[config.mk]
export PLATFORM = sky130hd
export DESIGN_NAME = ctp_top
export DESIGN_NICKNAME = d
export VERILOG_FILES = /design/src/design/ctp_pkg.sv /design/src/design/ctp_timer_unit.sv /design/src/design/ctp_top.sv
export SDC_FILE = /design/constraint.sdc
export NUM_CORES = 1
export LEC_CHECK = 0
export ABC_AREA = 1
export BUFFER_PORTS_ARGS = -buffer_cell sky130_fd_sc_hd__buf_4
export CORE_MARGIN = 2
export CORE_UTILIZATION = 40
export CTS_CLUSTER_DIAMETER = 40
export DETAILED_ROUTE_END_ITERATION = 10
export HOLD_SLACK_MARGIN = 0.06
export PLACE_DENSITY = 0.61
export SLEW_MARGIN = 20
export SYNTH_ARGS = -nofsm -noshare
export SYNTH_HDL_FRONTEND = slang
export SYNTH_HIERARCHICAL = 1
export SYNTH_SLANG_ARGS = --single-unit
[constraint.sdc]
create_clock -name clk_i -period 5.8 [get_ports clk_i]
set_clock_uncertainty 0.2 [all_clocks]
set_input_delay 0.29 -clock clk_i [delete_from_list [all_inputs] [get_ports clk_i]]
set_output_delay 0.29 -clock clk_i [all_outputs]
set_load 0.1 [all_outputs]
[src/design/ctp_pkg.sv]
// Purpose: shared constants and types for the cascadable timer pair
// Assumes: 32-bit classic Wishbone, word-aligned registers
// Notes: offsets are byte addresses
package ctp_pkg;
  localparam int CTP_CNT_W = 16;
  localparam logic [7:0] CTP_OFS_CTRL = 8'h00;
  localparam logic [7:0] CTP_OFS_MODE0 = 8'h04;
  localparam logic [7:0] CTP_OFS_MODE1 = 8'h08;
  localparam logic [7:0] CTP_OFS_RELOAD0 = 8'h0C;
  localparam logic [7:0] CTP_OFS_RELOAD1 = 8'h10;
  localparam logic [7:0] CTP_OFS_COUNT0 = 8'h14;
  localparam logic [7:0] CTP_OFS_COUNT1 = 8'h18;
  localparam logic [7:0] CTP_OFS_STATUS = 8'h1C;
  localparam logic [7:0] CTP_OFS_MASK = 8'h20;
  // mode register fields and reset values
  localparam int CTP_MODE_SEL_LSB = 0;
  localparam int CTP_MODE_PULSE_BIT = 2;
  localparam logic [15:0] CTP_RELOAD_RST = 16'hFFFF;
  localparam logic [15:0] CTP_COUNT_RST = 16'hFFFF;
  localparam logic [1:0] CTP_MASK_RST = 2'h0;

  typedef enum logic [1:0] {
    CTP_MODE_TIMER = 2'b00,
    CTP_MODE_EVENT = 2'b01,
    CTP_MODE_ONESHOT = 2'b10
  } ctp_mode_e;

  typedef struct packed {
    ctp_mode_e mode;
    logic pulse_en;
    logic start;
    logic [15:0] reload;
  } ctp_cfg_s;

  typedef struct packed {
    logic [15:0] count;
    logic running;
    logic underflow;
    logic pin;
  } ctp_stat_s;
endpackage

[src/design/ctp_timer_unit.sv]
// Purpose: one reloadable down-counter with timer, event and one-shot modes
// Assumes: trig_i is a single-cycle pulse on clk_i; tick_i may be held high every clock
// Notes: underflow is the wrap past zero; one-shot ends on reaching zero
module ctp_timer_unit
  import ctp_pkg::*;
#(
  parameter int CNT_W = 16
)
(
  input wire logic clk_i,
  input wire logic rst_i,
  input wire ctp_pkg::ctp_cfg_s cfg_i,
  input wire logic tick_i,
  input wire logic trig_i,
  output ctp_pkg::ctp_stat_s stat_o
);
  // the counter datapath is fixed at sixteen bits
  if (CNT_W != 16)
  begin : g_width_check
    $error("ctp_timer_unit supports only a 16-bit counter");
  end

  logic [15:0] count;
  logic armed;
  logic pin;
  logic event_tick;
  logic uf;
  logic os_done;
  logic is_os;

  assign is_os = (cfg_i.mode == CTP_MODE_ONESHOT);
  assign event_tick = cfg_i.start && tick_i && (!is_os || armed);
  assign uf = event_tick && !is_os && (count == 16'h0000);
  assign os_done = event_tick && is_os && (count == 16'h0001);

  always_ff @(posedge clk_i)
  begin
    if (rst_i || !cfg_i.start || !is_os)
      armed <= 1'b0;
    else if (trig_i && !armed)
      armed <= 1'b1;
    else if (os_done)
      armed <= 1'b0;
  end

  // idle until start; decrement per tick; reload
  always_ff @(posedge clk_i)
  begin
    if (rst_i)
      count <= CTP_COUNT_RST;
    else if (uf || os_done)
      count <= cfg_i.reload;
    else if (is_os && !armed)
      count <= cfg_i.reload;
    else if (event_tick)
      count <= count - 16'h0001;
  end

  // high at start; low at end; toggle; idle low
  always_ff @(posedge clk_i)
  begin
    if (rst_i || !cfg_i.start)
      pin <= 1'b0;
    else if (is_os)
      pin <= (trig_i && !armed) ? 1'b1 : (os_done ? 1'b0 : pin);
    else if (uf)
      pin <= ~pin;
  end

  assign stat_o.count = count;
  assign stat_o.running = cfg_i.start && (!is_os || armed);
  assign stat_o.underflow = uf || os_done;
  assign stat_o.pin = pin;
endmodule

[src/design/ctp_top.sv]
// Purpose: pair of cascadable timers behind a classic Wishbone slave
// Assumes: 20 MHz clk_i is the undivided count source; synchronous reset
// Notes: timer 0 drives the shared port pin, timer 1 the one-shot pin
//
// Added by the designer: the placing of the registers and register access over Wishbone.
module ctp_top
  import ctp_pkg::*;
(
  input wire logic clk_i,
  input wire logic rst_i,
  input wire logic cyc_i,
  input wire logic stb_i,
  input wire logic we_i,
  input wire logic [7:0] adr_i,
  input wire logic [3:0] sel_i,
  input wire logic [31:0] dat_i,
  output logic [31:0] dat_o,
  output logic ack_o,
  output logic irq_o,
  output logic timer_pulse_pin_o,
  output logic timer_pulse_pin_oe_o,
  output logic oneshot_pulse_pin_o,
  output logic oneshot_pulse_pin_oe_o
);
  logic [1:0] start;
  logic [1:0] mode0;
  logic [1:0] mode1;
  logic pulse0;
  logic pulse1;
  logic [15:0] reload0;
  logic [15:0] reload1;
  logic [1:0] status;
  logic [1:0] mask;
  logic req;
  logic wr;
  logic rd;
  logic status_rd;
  ctp_cfg_s cfg0;
  ctp_cfg_s cfg1;
  ctp_stat_s st0;
  ctp_stat_s st1;
  logic t1_tick;
  logic [31:0] next_dat;

  assign req = cyc_i && stb_i && !ack_o;
  assign wr = req && we_i;
  assign rd = req && !we_i;
  assign status_rd = rd && (adr_i == CTP_OFS_STATUS);

  always_ff @(posedge clk_i)
  begin
    if (rst_i)
      ack_o <= 1'b0;
    else
      ack_o <= req;
  end

  always_ff @(posedge clk_i)
  begin
    if (rst_i)
      start <= 2'b00;
    else if (wr && sel_i[0] && adr_i == CTP_OFS_CTRL)
      start <= dat_i[1:0];
  end

  always_ff @(posedge clk_i)
  begin
    if (rst_i)
    begin
      mode0 <= CTP_MODE_TIMER;
      pulse0 <= 1'b0;
    end
    else if (wr && sel_i[0] && adr_i == CTP_OFS_MODE0)
    begin
      mode0 <= dat_i[CTP_MODE_SEL_LSB +: 2];
      pulse0 <= dat_i[CTP_MODE_PULSE_BIT];
    end
  end

  always_ff @(posedge clk_i)
  begin
    if (rst_i)
    begin
      mode1 <= CTP_MODE_TIMER;
      pulse1 <= 1'b0;
    end
    else if (wr && sel_i[0] && adr_i == CTP_OFS_MODE1)
    begin
      mode1 <= dat_i[CTP_MODE_SEL_LSB +: 2];
      pulse1 <= dat_i[CTP_MODE_PULSE_BIT];
    end
  end

  always_ff @(posedge clk_i)
  begin
    if (rst_i)
      reload0 <= CTP_RELOAD_RST;
    else if (wr && adr_i == CTP_OFS_RELOAD0)
    begin
      if (sel_i[0])
        reload0[7:0] <= dat_i[7:0];
      if (sel_i[1])
        reload0[15:8] <= dat_i[15:8];
    end
  end

  always_ff @(posedge clk_i)
  begin
    if (rst_i)
      reload1 <= CTP_RELOAD_RST;
    else if (wr && adr_i == CTP_OFS_RELOAD1)
    begin
      if (sel_i[0])
        reload1[7:0] <= dat_i[7:0];
      if (sel_i[1])
        reload1[15:8] <= dat_i[15:8];
    end
  end

  always_ff @(posedge clk_i)
  begin
    if (rst_i)
      mask <= CTP_MASK_RST;
    else if (wr && sel_i[0] && adr_i == CTP_OFS_MASK)
      mask <= dat_i[1:0];
  end

  // timer 0 has no upstream timer, so event and one-shot fall back to timer
  always_comb
  begin
    cfg0.mode = CTP_MODE_TIMER;
    cfg0.pulse_en = pulse0;
    cfg0.start = start[0];
    cfg0.reload = reload0;
    cfg1.mode = ctp_mode_e'(mode1);
    if (mode1 == 2'b11)
      cfg1.mode = CTP_MODE_TIMER;
    cfg1.pulse_en = pulse1;
    cfg1.start = start[1];
    cfg1.reload = reload1;
  end

  // cascade: event mode ticks on timer 0 underflow
  assign t1_tick = (cfg1.mode == CTP_MODE_EVENT) ? st0.underflow : 1'b1;

  // timer 0 counts every clock of the undivided source
  ctp_timer_unit #(
    .CNT_W(CTP_CNT_W)
  ) u_timer0 (
    .clk_i(clk_i),
    .rst_i(rst_i),
    .cfg_i(cfg0),
    .tick_i(1'b1),
    .trig_i(1'b0),
    .stat_o(st0)
  );

  // timer 0 underflow is the one-shot trigger
  ctp_timer_unit #(
    .CNT_W(CTP_CNT_W)
  ) u_timer1 (
    .clk_i(clk_i),
    .rst_i(rst_i),
    .cfg_i(cfg1),
    .tick_i(t1_tick),
    .trig_i(st0.underflow),
    .stat_o(st1)
  );

  // sticky flags; a new event beats the clearing read
  always_ff @(posedge clk_i)
  begin
    if (rst_i)
      status <= 2'b00;
    else
    begin
      status[0] <= st0.underflow | (status[0] & ~status_rd);
      status[1] <= st1.underflow | (status[1] & ~status_rd);
    end
  end

  always_ff @(posedge clk_i)
  begin
    if (rst_i)
      irq_o <= 1'b0;
    else
      irq_o <= |(status & mask);
  end

  // shared pin driven only while pulse output is selected
  always_ff @(posedge clk_i)
  begin
    if (rst_i)
    begin
      timer_pulse_pin_o <= 1'b0;
      timer_pulse_pin_oe_o <= 1'b0;
    end
    else
    begin
      timer_pulse_pin_o <= st0.pin;
      timer_pulse_pin_oe_o <= pulse0;
    end
  end

  // one-shot pin follows the unit's pulse
  always_ff @(posedge clk_i)
  begin
    if (rst_i)
    begin
      oneshot_pulse_pin_o <= 1'b0;
      oneshot_pulse_pin_oe_o <= 1'b0;
    end
    else
    begin
      oneshot_pulse_pin_o <= st1.pin;
      oneshot_pulse_pin_oe_o <= pulse1;
    end
  end

  always_comb
  begin
    next_dat = 32'h0000_0000;
    case (adr_i)
      CTP_OFS_CTRL: next_dat[1:0] = start;
      CTP_OFS_MODE0: next_dat[2:0] = {pulse0, mode0};
      CTP_OFS_MODE1: next_dat[2:0] = {pulse1, mode1};
      CTP_OFS_RELOAD0: next_dat[15:0] = reload0;
      CTP_OFS_RELOAD1: next_dat[15:0] = reload1;
      CTP_OFS_COUNT0: next_dat[15:0] = st0.count;
      CTP_OFS_COUNT1: next_dat[15:0] = st1.count;
      CTP_OFS_STATUS: next_dat[1:0] = status;
      CTP_OFS_MASK: next_dat[1:0] = mask;
      default: next_dat = 32'h0000_0000;
    endcase
  end

  always_ff @(posedge clk_i)
  begin
    if (rst_i)
      dat_o <= 32'h0000_0000;
    else if (rd)
      dat_o <= next_dat;
  end
endmodule

==> results of run 1 <==
-- worst paths after layout --
path | start | to | slack, ns | depth (start not counted)
min reg2reg | u_timer0/pin$_SDFFE_PP0P_ | timer_pulse_pin_o$_SDFF_PP0_ | 0.23 | 2
max reg2reg | start[0]$_SDFFE_PP0P_ | u_timer1/count[8]$_SDFFE_PP1P_ | 2.80 | 17
max | start[0]$_SDFFE_PP0P_ | u_timer1/count[8]$_SDFFE_PP1P_ | 2.80 | 17
min | dat_i[5] | reload1[5]$_SDFFE_PP1P_ | 0.07 | 3
-- stage by stage --
step | setup slack [ns] | util (%) | hold slack (ns)
after global routing | 2.53 | 46.1 | 0.0846
after global placement | 2.83 | 43.6 | 0.222
final | 2.80 | 46.1 | 0.0681
after detailed placement | 2.82 | 43.6 | 0.226
after CTS | 2.79 | 46.1 | 0.0616
after floorplan | 3.44 | - | 0.159
-- cell usage in the layout, fill, tap and decap left out, types with 4 or more instances in the layout --
cell             n
nand2_1        325
inv_1          109
dfxtp_1        102
nand3_1         86
nor2_1          63
buf_4           53
a21oi_1         50
o211ai_1        33
nand4_1         32
conb_1          21
o21ai_0         17
nand2_2         11
dlygate4sd3_1   11
nor2_2          10
clkbuf_16        9
inv_2            8
nand3_4          8
nor2_4           6
clkinv_1         5
nor3_1           4
nor2_8           4
xor2_1           4
nand3b_1         4
and2_1           4
o21bai_1         4
ha_1             4
-- layer usage --
layer | vias to the layer above | wire length, microns | track usage (%)
li1 | 3111 | - | -
met4 | 0 | 350 | 7.63
met1 | 2648 | 8630 | 31.0
met3 | 20 | 551 | 2.38
met5 | - | 0 | 0
met2 | 106 | 7010 | 30.2
-- power by group through the flow --
stage / logic, mW / registers [mW] / clock network [mW]
floorplan: 0.109 / 0.738 / 0
finish: 0.148 / 0.719 / 0.565
global placement: 0.140 / 0.735 / 0
CTS: 0.147 / 0.719 / 0.577
detailed placement: 0.140 / 0.735 / 0
global route: 0.161 / 0.720 / 0.607
-- state kept, by name, indices dropped and copies added, names as in the netlist, 2 cells and up --
| signal | count |
|---|---|
| dat_o | 16 |
| reload0 | 16 |
| reload1 | 16 |
| u_timer0/count | 16 |
| u_timer1/count | 16 |
| mask | 2 |
| mode0 | 2 |
| mode1 | 2 |
| start | 2 |
| status | 2 |
-- tightest hold or removal path, stage by stage --
cell and delay (ns):
buf_4 0.09, inv_1 0.05, o211ai_1 0.15
-- final cells by class --
cell class                 instances  area, sq um
clock inverter                     2         10.0
multi-input combinational        703         3470
fill                            1577         8170
inverter                         122          458
sequential                       102         2040
timing repair buffer              64          508
tap                              188          235
clock buffer                      11          253
-- repair_timing --
item / in CTS / in global routing
hold endpoints to repair: 15 / 0
gates resized for setup: 0 / 0
hold buffers: 11 / 0
endpoints found under the setup margin: 0 / 0
==> results.md, run 1 <==
- Tot Pwr: 1.43 mW
- Starting Density: 40.7%
- N_diodes: 0
- VDD IR-drop max: 0.130 mV
- Fmax: 333 MHz
- Placed Area: 6600 sq um
- Max-cap violations: 0
- Remaining antenna violation count: 0
- First-pass GRT wire length: 27,200 microns
- Routed WL: 16,500 microns
- Delay-heaviest family, CP: simple AND/OR/NAND/NOR gates
- Largest net degree at the start of global routing: 41
- DP HPWL: 12,000 microns
- Share of post-route cells with drive strength above 1: 12.1%
- Status: finished clean
- Grt ovf: 0
- Total GRT Usage: 20.7%
- Tmin final: 3.00 ns
- Comb power frac: 10.3%
- P&R area growth vs syn: 13.1%
- IO Count: 87
- Worst Setup Start Kind: flop
- Final setup fails: 0
- Clk pin slew, worst setup/hold paths: 0.07 ns
- CP dominant cell by count: nand2_1
- CTS tree: done
- Cells after DPL: 1,168
- Int Power: 1.05 mW
- Switching part of the total: 26.6%
- Post-CTS Setup Bufs: 0
- WS Path Type: reg2reg
- Cts bufs inserted: 9
- Slew @ Worst Pin: 0.884 ns
- Part of the power in registers: 50.2%
- DR WL/cell: 13.9 microns
- Synth Instances: 952
- RSZ-0062 raised after global routing: no
- Final Max Tran Viols: 0
- Hold Violations, Final: 0
- Antenna violations before repair: 0
- Leakage: 3.62 nW
- CP max stage cell: dfxtp_1
- Die ar.: 16,400 sq um
- Hold crit path type: in2reg
- WP buf/inv: 4
- Syn Std Cell Area: 6170 sq um
- Worst skew pair latency: 0.35 ns
- Clock Sinks: 102
- H-tree levels: 3
- Die height: 128 microns
- Non-filler cells, final: 1,192
- Crit path DAT: 3.03 ns
- Max stage delay on crit path: 0.41 ns
- Crit path cell chain: nand2_1, inv_1, nand2_1, inv_1, nand3_1, nand2_1, inv_1, nand2_1, nand2_1, inv_1, nand2_1, nor2_1, nand3_4, nand3_4, nand2_1, nand2_1, nand3_1
- Max Root-Sink Buffers: 2
- Critical-path maximum fanout: 18
- Mean Syn Cell Area: 6.48 sq um
- RD Place Congestion: 0.911
- IO Port Bufs: 52
- Final Cycle Share: 51.8%
- Setup TNS: 0 ns
- DRT iter0 DRCs: 473
- Core box area: 15,100 sq um
- Crit end category: flop
- Num rows: 45
- Final nets: 1,055
- Yosys warns: 6
- Via count: 5,885
- Vias in the first global route: 5,254
- Design Area, Final: 6980 sq um
- Slew HR: 40.8%
- Die Wd: 128 microns
- Vias per cell: 4.94
- DR pass1 iterations: 5
- # DRC: 0
- CTS root buf: clkbuf_16
- P per Cell Area: 205 nW/um^2
- Net switching power: 0.381 mW
- Critical Path RT: 5.83 ns
- Clock power frac: 39.4%
Power figures use the tool's default switching activity.
==> run 2, diff against run 1 <==
Clock period 5.8 ns to 2.9 ns, I/O delays scaled along.
==> run 2 against run 1 <==
Effect of this change:
- global-route usage is 0.23 points lower
- die area stayed put
- sequential share of layout area decreased by 0.94 points
- hold slack better by 0.042 ns
- register-to-register slack got worse by 2.6 ns
- worst setup slack worse by 2.6 ns
- critical endpoint is now u_timer1/count[3]$_SDFFE_PP1P_
- critical path depth fell by 1
- maximum frequency increased by 12%
- combinational power up 110%
- total power is 110% higher
- via count grew 2.0%
==> results.md, run 2 (synthesis results as in run 1) <==
- Status: finished clean
- Worst Hold End: dat_o[14]$_SDFFE_PP0N_
- Worst Setup Start Kind: flop
- Die ar.: 16,400 sq um
- Clk pin slew, worst setup/hold paths: 0.07 ns
- Critical Path RT: 2.94 ns
- Antenna violations before repair: 0
- Share of post-route cells with drive strength above 1: 13.2%
- WS Path Type: reg2reg
- Final Max Tran Viols: 0
- Tot Pwr: 3.07 mW
- Leakage: 3.74 nW
- Critical-path maximum fanout: 9
- Die Wd: 128 microns
- Final setup fails: 0
- CTS root buf: clkbuf_16
- Cts bufs inserted: 9
- Largest net degree at the start of global routing: 25
- Remaining antenna violation count: 0
- Hold WS: 0.110 ns
- Fmax: 373 MHz
- Total GRT Usage: 20.4%
- Hold crit path type: in2reg
- Final nets: 1,073
- DRT iter0 DRCs: 520
- Max Root-Sink Buffers: 2
- Crit end category: flop
- P per Cell Area: 426 nW/um^2
- P&R area growth vs syn: 16.9%
- DR pass1 iterations: 6
- Worst R2R Path Depth: 16
- Commonest cells after routing, fill and taps aside: nand2_1, inv_1, dfxtp_1
- R2r setup slk: 0.22 ns
- Crit path DAT: 2.72 ns
- Reg2Reg Launch Point: u_timer0/count[13]$_SDFFE_PP1P_
- Starting Density: 40.7%
- Tmin final: 2.68 ns
- # DRC: 0
- Reg2reg end: u_timer1/count[3]$_SDFFE_PP1P_
- Grt ovf: 0
- Via count: 6,000
- First-pass GRT wire length: 26,900 microns
- Vias in the first global route: 5,122
- Routed WL: 16,600 microns
- Core box area: 15,100 sq um
- Die height: 128 microns
- Cells after DPL: 1,177
- H-tree levels: 3
- Non-filler cells, final: 1,213
- IO Count: 87
- Slew @ Worst Pin: 0.692 ns
- Hold path start: we_i
- Setup TNS: 0 ns
- Final Cycle Share: 92.4%
- N_diodes: 0
- RSZ-0062 raised after global routing: no
- Clock Sinks: 102
- DR WL/cell: 13.6 microns
- DP HPWL: 12,100 microns
- Vias per cell: 4.95
- Num rows: 45
- Commonest non-fill, non-tap cell in the layout: nand2_1
- Worst skew pair latency: 0.35 ns
- Slew HR: 53.8%
- VDD IR-drop max: 0.281 mV
- IO Port Bufs: 52
- Worst hold path cell count: 5
- Max-cap violations: 0
- CTS tree: done
- Hold Violations, Final: 0
- CP startpoint: u_timer0/count[13]$_SDFFE_PP1P_
- RD Place Congestion: 0.923
[run 2: cell count changes in the layout (fill, tap and decap cells not counted), sizes merged]
cell / before / now
buf: 53 / 62
bufinv: 0 / 2
clkinv: 7 / 8
dlygate4sd3: 11 / 19
nand3: 95 / 96
[run 2: final cells by class]
type | count | area [sq um]
Clock inverter | 5 | 82.6
Clock buffer | 11 | 243
Multi-Input combinational cell | 704 | 3490
Tap cell | 188 | 235
Timing Repair Buffer | 81 | 656
Fill cell | 1598 | 7940
Sequential cell | 102 | 2040
Inverter | 122 | 458
[run 2: worst max-delay path by stage]
stage	end	slack [ns]	depth (start not counted)
global placement	u_timer1/count[12]$_SDFFE_PP1P_	0.22	16
detailed placement	u_timer1/count[3]$_SDFFE_PP1P_	0.19	18
CTS	u_timer1/count[11]$_SDFFE_PP1P_	0.16	18
finish	u_timer1/count[3]$_SDFFE_PP1P_	0.22	16
floorplan	u_timer1/count[5]$_SDFFE_PP1P_	0.54	18
global route	u_timer1/count[4]$_SDFFE_PP1P_	0.005	17
[run 2: what timing repair did]
| action | 4_1_cts | 5_1_grt |
|---|---|---|
| endpoints found under the hold margin | 63 | 0 |
| hold buffers | 19 | 0 |
| endpoints found under the setup margin | 0 | 15 |
| resized for setup | 0 | 3 |
| setup buffers | 0 | 0 |
[run 2: report_power, final]
group          internal [mW]  switching (mW)  leakage (nW)  total, mW
combinational         0.0865           0.225          2.75      0.311
clock                  0.782           0.543         0.160       1.33
sequential              1.42          0.0216         0.827       1.44
[run 2: worst max-delay path, cell delays in order (launching register included)]
cell and delay (ns):
dfxtp_1 0.37, nor2_1 0.16, nand2_1 0.15, nor2_8 0.18, inv_1 0.07, nor2_1 0.09, nand3_1 0.09, nand2_2 0.14
inv_1 0.07, nand2_1 0.06, nand2_1 0.09, nor3_2 0.27, nand3_4 0.21, nand3_4 0.20, nand2_1 0.07, nand2_1 0.07
nand3_1 0.06
[run 2: per-layer routing]
metal / track usage (%) / vias to the layer above / wire [microns]
li1: - / 3163 / -
met1: 31.1 / 2693 / 8400
met2: 30.3 / 131 / 7270
met3: 1.75 / 13 / 650
met4: 6.40 / 0 / 228
met5: 0 / - / 0
[run 2: metrics by stage]
stage	area, sq um	util [%]	setup slack (ns)
2_1_floorplan	6240	-	0.538
3_3_place_gp	6670	44.0	0.225
3_5_place_dp	6670	44.0	0.189
4_1_cts	7190	47.5	0.162
5_1_grt	7210	47.6	0.00474
6_report	7210	47.6	0.220
==> run 3, diff against run 2 <==
Settings changed: GPL_TIMING_DRIVEN set to 0, MAX_ROUTING_LAYER set to met4.
==> run 3 against run 2 <==
Effect of this change:
- highest routed layer unchanged
- maximum frequency rose by 2.2%
- clock power down 7%
- non-clock buffer count grew 40
- routed wire length rose by 5.5%
- cell count rose by 3.1%
- design area is 3.1% higher
- critical path type unchanged
- via count increased by 1.7%
- sequential share of layout area is 0.76 points lower
==> results.md, run 3 (synthesis results as in run 1) <==
- Status: finished clean
- Final setup fails: 0
- Clk pin slew, worst setup/hold paths: 0.07 ns
- Via count: 6,102
- Reg2Reg Launch Point: u_timer0/count[15]$_SDFFE_PP1P_
- DP HPWL: 13,500 microns
- Grt ovf: 0
- Antenna violations before repair: 0
- VDD IR-drop max: 0.276 mV
- # DRC: 0
- Crit end category: flop
- Final Cycle Share: 90.5%
- P&R area growth vs syn: 20.5%
- Post-Place Worst Slack: -0.0223 ns
- Placed Area: 6870 sq um
- Clock Sinks: 102
- RD Place Congestion: 0.921
- Critical Path RT: 2.92 ns
- Max Root-Sink Buffers: 2
- Leakage: 3.87 nW
- Max-cap violations: 0
- Slew HR: 48.3%
- Design Area, Final: 7440 sq um
- Die ar.: 16,400 sq um
- First-pass GRT wire length: 28,200 microns
- R2r setup slk: 0.28 ns
- N_diodes: 0
- Hold crit path type: in2reg
- Worst R2R Path Depth: 19
- Share of post-route cells with drive strength above 1: 15.9%
- Cts bufs inserted: 9
- Worst skew pair latency: 0.34 ns
- Fmax: 381 MHz
- Largest net degree at the start of global routing: 16
- Worst setup endpoint: u_timer1/count[3]$_SDFFE_PP1P_
- Die height: 128 microns
- Worst Setup Start Kind: flop
- P per Cell Area: 406 nW/um^2
- Critical-path maximum fanout: 10
- H-tree levels: 3
- DR WL/cell: 14.0 microns
- Remaining antenna violation count: 0
- Routed WL: 17,500 microns
- Setup ws final: 0.277 ns
- CTS tree: done
- Hold Violations, Final: 0
- DRT iter0 DRCs: 582
- Commonest non-fill, non-tap cell in the layout: nand2_1
- Num rows: 45
- IO Port Bufs: 52
- Tmin final: 2.62 ns
- CP startpoint: u_timer0/count[15]$_SDFFE_PP1P_
- Total GRT Usage: 22.3%
- Hold WS: 0.125 ns
- Core box area: 15,100 sq um
- Crit path DAT: 2.65 ns
- DR pass1 iterations: 5
- Starting Density: 40.7%
- Final nets: 1,112
- Commonest cells after routing, fill and taps aside: nand2_1, inv_1, dfxtp_1
- WS Path Type: reg2reg
- Vias per cell: 4.88
- Final Max Tran Viols: 0
- Vias in the first global route: 5,418
- Reg2reg end: u_timer1/count[3]$_SDFFE_PP1P_
- IO Count: 87
- Die Wd: 128 microns
- Slew @ Worst Pin: 0.776 ns
- CTS root buf: clkbuf_16
[run 3: changes by cell type in the layout (fill, tap and decap cells not counted), moves of 2 or more]
cell and change:
nand2_2 +2, buf_1 +2, buf_2 +7, nand2_1 -2, buf_6 +3, dlygate4sd3_1 +2, clkbuf_1 +10, dfxtp_1 -6
buf_4 +16, dfxtp_2 +6
[run 3: power breakdown]
group	internal [mW]	leakage, nW	total (mW)	switching, mW
clock network	0.713	0.149	1.24	0.529
logic	0.102	2.89	0.335	0.233
registers	1.42	0.826	1.44	0.0234
[run 3: how the worst min path moves through the flow]
stage / startpoint / endpoint / slack, ns / depth (start not counted)
3_5_place_dp: rst_i / dat_o[9]$_SDFFE_PP0N_ / 0.21 / 2
2_1_floorplan: rst_i / dat_o[7]$_SDFFE_PP0N_ / 0.01 / 1
6_report: sel_i[0] / start[0]$_SDFFE_PP0P_ / 0.12 / 4
4_1_cts: sel_i[0] / start[0]$_SDFFE_PP0P_ / 0.12 / 4
5_1_grt: adr_i[5] / mask[0]$_SDFFE_PP0P_ / 0.18 / 5
3_3_place_gp: rst_i / dat_o[7]$_SDFFE_PP0N_ / 0.21 / 2
[run 3: layout make-up]
cell class              count  area, sq um
multi-input cells         703         3480
repair buffers             78          638
inverters                 122          458
fillers                  1596         7710
plain buffers              43          272
clock inverters             3         43.8
flip-flops and latches    102         2050
well taps                 188          235
clock buffers              12          256
[run 3: what timing repair did]
item,in CTS,in global routing
hold endpoints to repair,49,0
gates cloned,0,0
endpoints found under the setup margin,7,18
setup buffers,0,5
hold buffers,21,0
resized for setup,1,13
pin swaps,0,6
[run 3: per-layer routing]
metal | vias to the layer above | GRT usage [%] | routed length (microns)
met5 | - | - | 0
met2 | 134 | 33.7 | 7850
li1 | 3230 | - | -
met4 | 0 | 6.53 | 341
met1 | 2718 | 31.4 | 8510
met3 | 20 | 2.34 | 761
[run 3: through the flow]
stage / power, mW / util (%) / cells / TNS [ns]
after floorplan: 1.69 / - / 971 / 0
after global placement: 1.78 / 45.3 / 1211 / -0.186
after detailed placement: 1.78 / 45.3 / 1211 / -0.0951
after CTS: 3.02 / 48.7 / 1247 / 0
after global routing: 3.11 / 49.1 / 1251 / -0.0142
final: 3.02 / 49.1 / 1251 / 0
[run 3: worst max-delay path, stage by stage, from the launching register on]
cell and delay, ns:
dfxtp_1 0.36, nor2_1 0.15, nand2_2 0.11, nor2_8 0.17, inv_1 0.07, nor2_1 0.08, nand3_1 0.08, nand2_2 0.12
inv_1 0.07, nand2_1 0.06, nand2_1 0.09, inv_1 0.09, nand2_1 0.11, nor2_2 0.17, nand3_4 0.13, nand3_4 0.12
buf_6 0.14, nand2_1 0.05, nand2_1 0.06, nand3_1 0.05
